===== config.mk =====
export PLATFORM = sky130hd
export DESIGN_NAME = devt_event_irq
export DESIGN_NICKNAME = d
export VERILOG_FILES = /design/src/design/devt_event_irq.v
export VERILOG_INCLUDE_DIRS = /design/src /design/src/design
export SDC_FILE = /design/constraint.sdc
export NUM_CORES = 1
export LEC_CHECK = 0
export BUFFER_PORTS_ARGS = -buffer_cell sky130_fd_sc_hd__clkbuf_2
export CAP_MARGIN = 20
export CORE_MARGIN = 5
export CORE_UTILIZATION = 40
export DETAILED_ROUTE_END_ITERATION = 16
export SLEW_MARGIN = 20
export SYNTH_ARGS = -nofsm -noshare
export SYNTH_HDL_FRONTEND = slang
export SYNTH_SLANG_ARGS = --single-unit

===== constraint.sdc =====
create_clock -name CORE_CLK -period 3.5 [get_ports CORE_CLK]
set_input_delay 0.875 -clock CORE_CLK [delete_from_list [all_inputs] [get_ports CORE_CLK]]
set_output_delay 0.875 -clock CORE_CLK [all_outputs]
set_load 0.02 [all_outputs]

===== src/design/devt_consts.vh =====
// register offsets, field positions and reset values for the event/irq status block
// assumes inclusion by bare name from design files; definitions only
`ifndef DEVT_CONSTS_VH
`define DEVT_CONSTS_VH
`define DEVT_OFF_IRQ_ENABLE    12'h020
`define DEVT_OFF_RAW_STATUS    12'h024
`define DEVT_OFF_MASKED_STATUS 12'h028
`define DEVT_OFF_IRQ_CLEAR     12'h02c
`define DEVT_OFF_MGR_FAULT     12'h030
`define DEVT_OFF_INT_STATUS    12'h040
`define DEVT_OFF_INT_CLEAR     12'h044
`define DEVT_OFF_INT_ENABLE    12'h048
`define DEVT_ADDR_W            12
`define DEVT_FAULT_BIT         0
`define DEVT_RST_ENABLE        32'h0000_0000
`define DEVT_RST_STATUS        32'h0000_0000
`define DEVT_EVT_FAULT         0
`define DEVT_EVT_SEV_IRQ       1
`define DEVT_EVT_SEV_EVENT     2
`define DEVT_EVT_WFE_HIT       3
`define DEVT_NUM_EVT           4
`define DEVT_RESP_OKAY         2'b00
`define DEVT_RESP_SLVERR       2'b10
`endif


===== src/design/devt_event_irq.v =====
// event-interrupt resources: raw/masked status, irq lines, clear, manager fault flag
// assumes one clock, AXI4-Lite master on the register side, instruction engine
// delivering one-cycle send/wait pulses with a 5-bit resource number
//
// What this block does
// raw status bit per resource: 1 while event pending or its irq high
// send-event uses the enable bit to pick irq line or broadcast event
// event-mode bit cleared when a thread's wait-for-event consumes it
// irq-mode bit cleared by writing its bit of the clear register
// masked status bit is 1 exactly when interrupt line N is high
// masked status bit held 0 while resource is in event mode
// software drops an interrupt through the clear register or by writing its enable bit to 0
// manager fault flag in bit 0, 1 while manager is Faulting
// enable 1 raises irq line N; enable 0 signals event N to all threads
// clear register write-only; writing 1 clears, writing 0 does nothing
//
// register map, byte addresses on the 12-bit register bus:
//   0x020 irq_enable_reg       read/write, strobes honoured per byte
//   0x024 event_irq_raw_status read only
//   0x028 irq_masked_status    read only, mirrors the irq lines
//   0x02c irq_clear            write only, reads as zero
//   0x030 manager_fault_status read only, only bit 0 carries meaning
//   0x040 block irq status     read only, bits 3:0
//   0x044 block irq clear      write only, bits 3:0, set beats clear
//   0x048 block irq enable     read/write, bits 3:0
//
// block irq status bits:
//   0 manager thread entered the faulting state
//   1 send-event hit a resource in irq mode
//   2 send-event hit a resource in event mode
//   3 a wait-for-event consumed a pending event
//
// timing:
//   a send or wait pulse is taken on the edge where its valid is high;
//   raw status, irq lines and pending events show the result one cycle on.
//   a register write takes effect on the edge where bvalid rises, and the
//   irq lines follow a mode change on that very edge, so the masked status
//   read back and the lines never disagree.
//   a read returns the value sampled on the edge that takes the address.
//
// hazards and limits:
//   a send and a clear (or wait) on the same resource in one cycle leave
//   the bit set: losing a fresh event is worse than a spurious interrupt.
//   irq_clear only touches irq-mode bits; event-mode bits need a wait.
//   a wait on an irq-mode resource is ignored and does not pulse done.
//   writes to read-only or unmapped offsets answer with an error and
//   change nothing; unmapped reads answer with an error and zero data.
//   the fault flag is registered, so it lags the manager state by a cycle.
//
// bus handshake:
//   ready signals drop for at least one cycle after each handshake, which
//   keeps the slave simple at the cost of peak bus throughput: one read per 3 cycles, one write per 4.
//   only one write and one read are in flight at a time.
//
// Implementation choices: the AXI4-Lite slave port and the placing of the registers.
`timescale 1ns/1ns
`default_nettype none
`include "devt_consts.vh"

module devt_event_irq #(
  parameter NUM_RES = 32
) (
  input  wire        CORE_CLK,
  input  wire        RST_N,
  input  wire        SEV_VALID,
  input  wire [4:0]  SEV_NUM,
  input  wire        WFE_VALID,
  input  wire [4:0]  WFE_NUM,
  input  wire        MGR_FAULTING,
  output reg  [31:0] IRQ,
  output reg  [31:0] EVENT_PENDING,
  output reg         WFE_DONE,
  output reg         BLOCK_IRQ,
  input  wire [11:0] S_AXI_AWADDR,
  input  wire        S_AXI_AWVALID,
  output reg         S_AXI_AWREADY,
  input  wire [31:0] S_AXI_WDATA,
  input  wire [3:0]  S_AXI_WSTRB,
  input  wire        S_AXI_WVALID,
  output reg         S_AXI_WREADY,
  output reg  [1:0]  S_AXI_BRESP,
  output reg         S_AXI_BVALID,
  input  wire        S_AXI_BREADY,
  input  wire [11:0] S_AXI_ARADDR,
  input  wire        S_AXI_ARVALID,
  output reg         S_AXI_ARREADY,
  output reg  [31:0] S_AXI_RDATA,
  output reg  [1:0]  S_AXI_RRESP,
  output reg         S_AXI_RVALID,
  input  wire        S_AXI_RREADY
);

  reg  [31:0] enable_q;        // irq_enable_reg: 1 = irq, 0 = event
  reg  [31:0] enable_d;
  reg  [31:0] raw_q;
  reg  [31:0] raw_d;
  reg         fault_q;
  reg  [3:0]  ist_q;           // block interrupt status
  reg  [3:0]  ist_d;
  reg  [3:0]  ien_q;
  reg  [11:0] aw_q;
  reg  [31:0] w_q;
  reg  [3:0]  ws_q;
  reg         aw_have_q;
  reg         w_have_q;
  reg  [31:0] rd_d;
  reg         rd_ok;
  wire [31:0] sev_dec;
  wire [31:0] wfe_dec;
  wire [31:0] line_clear_bits;
  wire [31:0] masked;
  wire [31:0] wmask;
  wire        wr_fire;
  wire        wr_hit;
  wire [3:0]  evt;

  assign sev_dec = SEV_VALID ? (32'h0000_0001 << SEV_NUM) : 32'h0000_0000;
  assign wfe_dec = WFE_VALID ? (32'h0000_0001 << WFE_NUM) : 32'h0000_0000;
  assign wmask   = {{8{ws_q[3]}}, {8{ws_q[2]}}, {8{ws_q[1]}}, {8{ws_q[0]}}};
  assign wr_fire = aw_have_q && w_have_q && !S_AXI_BVALID;

  // write-only clear: ones drop the line, zeros are ignored
  assign line_clear_bits = (wr_fire && aw_q == `DEVT_OFF_IRQ_CLEAR) ?
                           (w_q & wmask & enable_q) : 32'h0000_0000; // see R10 see R04
  // only irq-mode bits can show here
  assign masked = raw_q & enable_q; // see R05

  // raw status: send sets, wfe or clear drops; a fresh send wins over a clear
  always @*
  begin
    raw_d = raw_q;
    raw_d = raw_d & ~line_clear_bits;
    raw_d = raw_d & ~(wfe_dec & ~enable_q);
    raw_d = raw_d | sev_dec; // see R01
  end

  // next mode bits; lines use these so a mode change moves the bit at once
  always @*
  begin
    enable_d = enable_q;
    if (wr_fire && aw_q == `DEVT_OFF_IRQ_ENABLE)
    begin
      enable_d = (enable_q & ~wmask) | (w_q & wmask);
    end
  end

  assign evt[`DEVT_EVT_FAULT]     = MGR_FAULTING & ~fault_q;
  assign evt[`DEVT_EVT_SEV_IRQ]   = |(sev_dec & enable_q);
  assign evt[`DEVT_EVT_SEV_EVENT] = |(sev_dec & ~enable_q);
  assign evt[`DEVT_EVT_WFE_HIT]   = |(wfe_dec & raw_q & ~enable_q);
  assign wr_hit = wr_fire && aw_q == `DEVT_OFF_INT_CLEAR;

  // sticky block status; set beats a same-cycle clear
  always @*
  begin
    ist_d = ist_q;
    if (wr_hit)
    begin
      ist_d = ist_d & ~w_q[3:0];
    end
    ist_d = ist_d | evt;
  end

  // state registers
  always @(posedge CORE_CLK or negedge RST_N)
  begin
    if (!RST_N)
    begin
      raw_q         <= `DEVT_RST_STATUS;
      enable_q      <= `DEVT_RST_ENABLE;
      fault_q       <= 1'b0;
      ist_q         <= 4'h0;
      ien_q         <= 4'h0;
      IRQ           <= 32'h0000_0000;
      EVENT_PENDING <= 32'h0000_0000;
      WFE_DONE      <= 1'b0;
      BLOCK_IRQ     <= 1'b0;
    end
    else
    begin
      raw_q         <= raw_d;
      fault_q       <= MGR_FAULTING;
      ist_q         <= ist_d;
      enable_q      <= enable_d;
      IRQ           <= raw_d & enable_d; // see R09
      EVENT_PENDING <= raw_d & ~enable_d;
      WFE_DONE      <= |(wfe_dec & raw_q & ~enable_q);
      BLOCK_IRQ     <= |(ist_d & ien_q);
      if (wr_fire && aw_q == `DEVT_OFF_INT_ENABLE)
      begin
        ien_q <= w_q[3:0];
      end
    end
  end

  // write channel: address and data taken in either order, response after both
  always @(posedge CORE_CLK or negedge RST_N)
  begin
    if (!RST_N)
    begin
      aw_q          <= 12'h000;
      w_q           <= 32'h0000_0000;
      ws_q          <= 4'h0;
      aw_have_q     <= 1'b0;
      w_have_q      <= 1'b0;
      S_AXI_AWREADY <= 1'b0;
      S_AXI_WREADY  <= 1'b0;
      S_AXI_BVALID  <= 1'b0;
      S_AXI_BRESP   <= `DEVT_RESP_OKAY;
    end
    else
    begin
      S_AXI_AWREADY <= !aw_have_q && !S_AXI_AWREADY;
      S_AXI_WREADY  <= !w_have_q && !S_AXI_WREADY;
      if (S_AXI_AWVALID && S_AXI_AWREADY)
      begin
        aw_q      <= S_AXI_AWADDR;
        aw_have_q <= 1'b1;
        S_AXI_AWREADY <= 1'b0;
      end
      if (S_AXI_WVALID && S_AXI_WREADY)
      begin
        w_q      <= S_AXI_WDATA;
        ws_q     <= S_AXI_WSTRB;
        w_have_q <= 1'b1;
        S_AXI_WREADY <= 1'b0;
      end
      if (wr_fire)
      begin
        S_AXI_BVALID <= 1'b1;
        // read-only or unknown offsets answer with an error
        S_AXI_BRESP  <= (aw_q == `DEVT_OFF_IRQ_ENABLE || aw_q == `DEVT_OFF_IRQ_CLEAR ||
                         aw_q == `DEVT_OFF_INT_CLEAR || aw_q == `DEVT_OFF_INT_ENABLE) ?
                        `DEVT_RESP_OKAY : `DEVT_RESP_SLVERR;
      end
      if (S_AXI_BVALID && S_AXI_BREADY)
      begin
        S_AXI_BVALID <= 1'b0;
        aw_have_q    <= 1'b0;
        w_have_q     <= 1'b0;
      end
    end
  end

  // read decode; clear registers are write-only and read as zero
  always @*
  begin
    rd_d  = 32'h0000_0000;
    rd_ok = 1'b1;
    case (S_AXI_ARADDR)
      `DEVT_OFF_IRQ_ENABLE:    rd_d = enable_q;
      `DEVT_OFF_RAW_STATUS:    rd_d = raw_q;
      `DEVT_OFF_MASKED_STATUS: rd_d = masked;
      `DEVT_OFF_IRQ_CLEAR:     rd_d = 32'h0000_0000;
      `DEVT_OFF_MGR_FAULT:     rd_d[`DEVT_FAULT_BIT] = fault_q;
      `DEVT_OFF_INT_STATUS:    rd_d[3:0] = ist_q;
      `DEVT_OFF_INT_CLEAR:     rd_d = 32'h0000_0000;
      `DEVT_OFF_INT_ENABLE:    rd_d[3:0] = ien_q;
      default:                 rd_ok = 1'b0;
    endcase
  end

  // read channel: one outstanding read, answered the cycle after acceptance
  always @(posedge CORE_CLK or negedge RST_N)
  begin
    if (!RST_N)
    begin
      S_AXI_ARREADY <= 1'b0;
      S_AXI_RVALID  <= 1'b0;
      S_AXI_RDATA   <= 32'h0000_0000;
      S_AXI_RRESP   <= `DEVT_RESP_OKAY;
    end
    else
    begin
      S_AXI_ARREADY <= !S_AXI_RVALID && !S_AXI_ARREADY;
      if (S_AXI_ARVALID && S_AXI_ARREADY)
      begin
        S_AXI_ARREADY <= 1'b0;
        S_AXI_RVALID  <= 1'b1;
        S_AXI_RDATA   <= rd_d;
        S_AXI_RRESP   <= rd_ok ? `DEVT_RESP_OKAY : `DEVT_RESP_SLVERR;
      end
      else if (S_AXI_RVALID && S_AXI_RREADY)
      begin
        S_AXI_RVALID <= 1'b0;
      end
    end
  end

endmodule // devt_event_irq
`default_nettype wire


==> flow_metrics.py <==
metrics = {
    "floorplanning": {
        "rows": 60,
        "start_util": 0.402,
        "die-width_um": 174,
        "core_um2": 26700,
        "io-pin-count": 187,
        "die_area_um2": 30300,
        "fp.dieH_um": 174,
    },
    "yosys": {
        "ys_warn_count": 0,
        "avgSynthCellArea_um2": 10.8,
        "ys_ff_latch": 228,
        "synth_flop_cell": "dfrtp_1",
        "synth-async-reset-ratio": 1.00,
        "synth_edf_count": 0,
        "ys_seq_area_frac": 0.530,
        "synth_cells": 993,
        "synth.distinct_cells": 69,
        "syn-cell-area_um2": 10800,
    },
    "timing": {
        "rsz0062_at_grt": "no",
        "final.setup.tns_ns": 0,
        "fmax_ghz": 0.378,
        "finalSetupViolations": 0,
        "slew_viol_final": 0,
        "fin_crit_sh": 0.756,
        "hold_viol": 0,
        "period_minus_slack_ns": 2.65,
        "worstMarginPinSlew_ns": 0.699,
        "finalClockSkew_ns": 0.0106,
        "slew_headroom": 0.530,
    },
    "power": {
        "p_leak_nw": 6.48,
        "vdd_drop_max_v": 0.000380,
        "p_per_area_nw_per_um2": 616,
    },
    "drt": {
        "routed_wl_um": 32500,
        "drc_errors": 0,
        "drtIter0Drc": 649,
        "ant_nets": 0,
        "vias": 8488,
        "routedWlPerCell_um": 21.2,
        "first_pass_iters": 5,
        "vias_per_cell": 5.53,
    },
    "critical_path": {
        "reg2reg_depth": 6,
        "start_kind": "primary input",
        "regToRegSetupSlack_ns": 1.09,
        "timing.rr.start": "aw_q[9]",
        "cp-end-kind": "register",
        "critPathSlowestCell": "or4b_1",
        "crit_chain": "clkbuf_2, or4b_1, nor4_1, a2111oi_0, and4b_1, a31o_2, nand4_1",
        "crit_fanout": 8,
        "crit_start": "WFE_NUM[0]",
        "worstPathRequired_ns": 3.96,
        "r2r_end": "EVENT_PENDING[11]",
        "crit_arrival_ns": 3.11,
        "cpPeakStageDelay_ns": 0.68,
        "worstSetupPathType": "primary input to register",
        "endpoint": "BLOCK_IRQ",
    },
    "cells_and_area": {
        "areaGrowthSynthToFinish_pct": 21.1,
        "final-instance-count-excl-fill": 1534,
        "nets": 1254,
        "drive_gt1_frac": 0.294,
        "fillers": 2498,
        "diodes": 0,
    },
    "grt": {
        "grt_pass1_wl_um": 51100,
        "grt-ovfl-total": 0,
        "grt_pass1_vias": 8724,
        "antenna_found_initial": 0,
        "grt_use_total": 0.211,
        "grt_max_degree": 115,
    },
    "cts": {
        "clockBufferDepth": 3,
        "holdBufCountCts": 0,
        "numCtsBuffers": 26,
        "cts-root-buf": "clkbuf_16",
        "cts_setup_buffers": 0,
        "cts-htree-levels": 1,
        "clk_pin_slew_ns": 0.06,
        "cts_sinks": 228,
        "clkLatencyLatePin_ns": 0.52,
        "cts_resized": 0,
        "cts_tree": "done",
    },
    "outcome": {
        "outcome": "finished, final reports clean",
    },
    "job": {
        "cap_violations": 0,
    },
    "hold_path": {
        "hold_class": "primary input to asynchronous set/reset pin",
    },
    "placement": {
        "gp_congestion": 0.900,
        "port_buffers": 184,
        "dp_cells": 1487,
        "hpwl_um": 24200,
    },
}
cell type report:
class | count | area [um2] | share of cell area
clock inverter | 11 | 165 | 0.0127
inverter | 62 | 233 | 0.0179
multi-input combinational | 651 | 4610 | 0.354
tap | 341 | 427 | 0.0328
sequential | 228 | 5710 | 0.438
timing repair buffer | 205 | 1110 | 0.0855
clock buffer | 36 | 769 | 0.0591
state kept, by name, summed over array words and instances (netlist names), 4 cells and up:
register / flops
IRQ: 32
ist_q: 4
raw_q: 32
aw_q: 12
EVENT_PENDING: 32
w_q: 32
ws_q: 4
S_AXI_RDATA: 32
ien_q: 4
enable_q: 32
cell usage in the layout, fill, tap and decap left out, types with 5 or more instances in the layout:
master       n
clkbuf_16   27
mux2i_1     26
a2111oi_0    5
a21oi_1     26
nor2_1      99
a32oi_1      7
clkbuf_2   183
nand3_1      5
o21ai_0     39
a31oi_1     35
nand2b_1    33
clkbuf_8     6
buf_4       19
nor4_1      10
nand2_1     47
inv_1       62
o41ai_1      6
a22oi_1     29
nand3b_1    10
dfrtp_1    228
mux2_2      63
and2_1       6
nand4_1      5
o21a_1      21
o22ai_1      6
a21o_1      29
nand4b_1     7
o31ai_1     21
mux2_4      15
nor3_1      23
critical path, delay by kind of cell:
kind            cells  cell delay (ns)
compound gates      2             0.43
buf+inv             1             0.18
simple gates        4             1.62
metal layers:
metal / routed length [um] / vias to the layer above / GRT usage
met4: 835 / 0 / 0.0541
met2: 15000 / 255 / 0.339
li1: - / 3949 / -
met5: 0 / - / 0
met1: 14900 / 4238 / 0.303
met3: 1670 / 46 / 0.0322
how the worst min path moves through the flow:
stage	from	to	cells past startpoint	slack (ns)
CTS	RST_N	EVENT_PENDING[7]	1	0.13
global route	RST_N	EVENT_PENDING[7]	1	0.14
finish	RST_N	EVENT_PENDING[7]	1	0.15
floorplan	w_have_q	S_AXI_WREADY	1	0.41
global placement	S_AXI_RVALID	S_AXI_ARREADY	1	0.44
detailed placement	w_have_q	S_AXI_WREADY	1	0.45
cells by family (layout without fill, tap and decap cells):
logic type	after synthesis	count (layout)	synth area share
AND/OR/NAND/NOR	294	294	0.152
AO/OA/AOI/OAI	247	247	0.157
flip-flops	228	228	0.530
buffers and inverters	115	314	0.0419
multiplexers	107	107	0.117
other	1	2	0.000349
XOR/XNOR	1	1	0.000814
cell usage after synthesis, drive strengths merged, types with 7 or more instances:
master	number	share of area
mux2i	26	0.024
a22oi	29	0.020
nor4	13	0.012
a32oi	7	0.0057
nor3	23	0.011
nand3b	10	0.0070
nand2	52	0.021
a31oi	35	0.020
inv	62	0.022
a21o	29	0.020
nand4b	7	0.0057
a21oi	26	0.012
buf	15	0.0070
nor2	100	0.035
o31ai	21	0.015
clkbuf	38	0.013
o21a	21	0.015
nand2b	33	0.019
dfrtp	228	0.53
mux2	78	0.087
o21ai	39	0.018
through the flow:
| stage | worst slack [ns] | instance area, um2 | hold slack, ns | power (W) | util |
|---|---|---|---|---|---|
| floorplan | 0.902 | 10800 | 0.411 | 0.00457 | - |
| global placement | 0.320 | 12100 | 0.436 | 0.00514 | 0.452 |
| detailed placement | 0.348 | 12100 | 0.447 | 0.00518 | 0.452 |
| CTS | 0.895 | 13000 | 0.128 | 0.00810 | 0.487 |
| global route | 0.866 | 13000 | 0.136 | 0.00842 | 0.487 |
| finish | 0.854 | 13000 | 0.152 | 0.00803 | 0.487 |
power by group:
part / switching [W] / internal (W)
combinational: 0.000816 / 0.000648
clock: 0.00107 / 0.00183
sequential: 0.000512 / 0.00315
total: 0.00240 / 0.00563
Note: power is estimated with default switching activity, not from simulation.
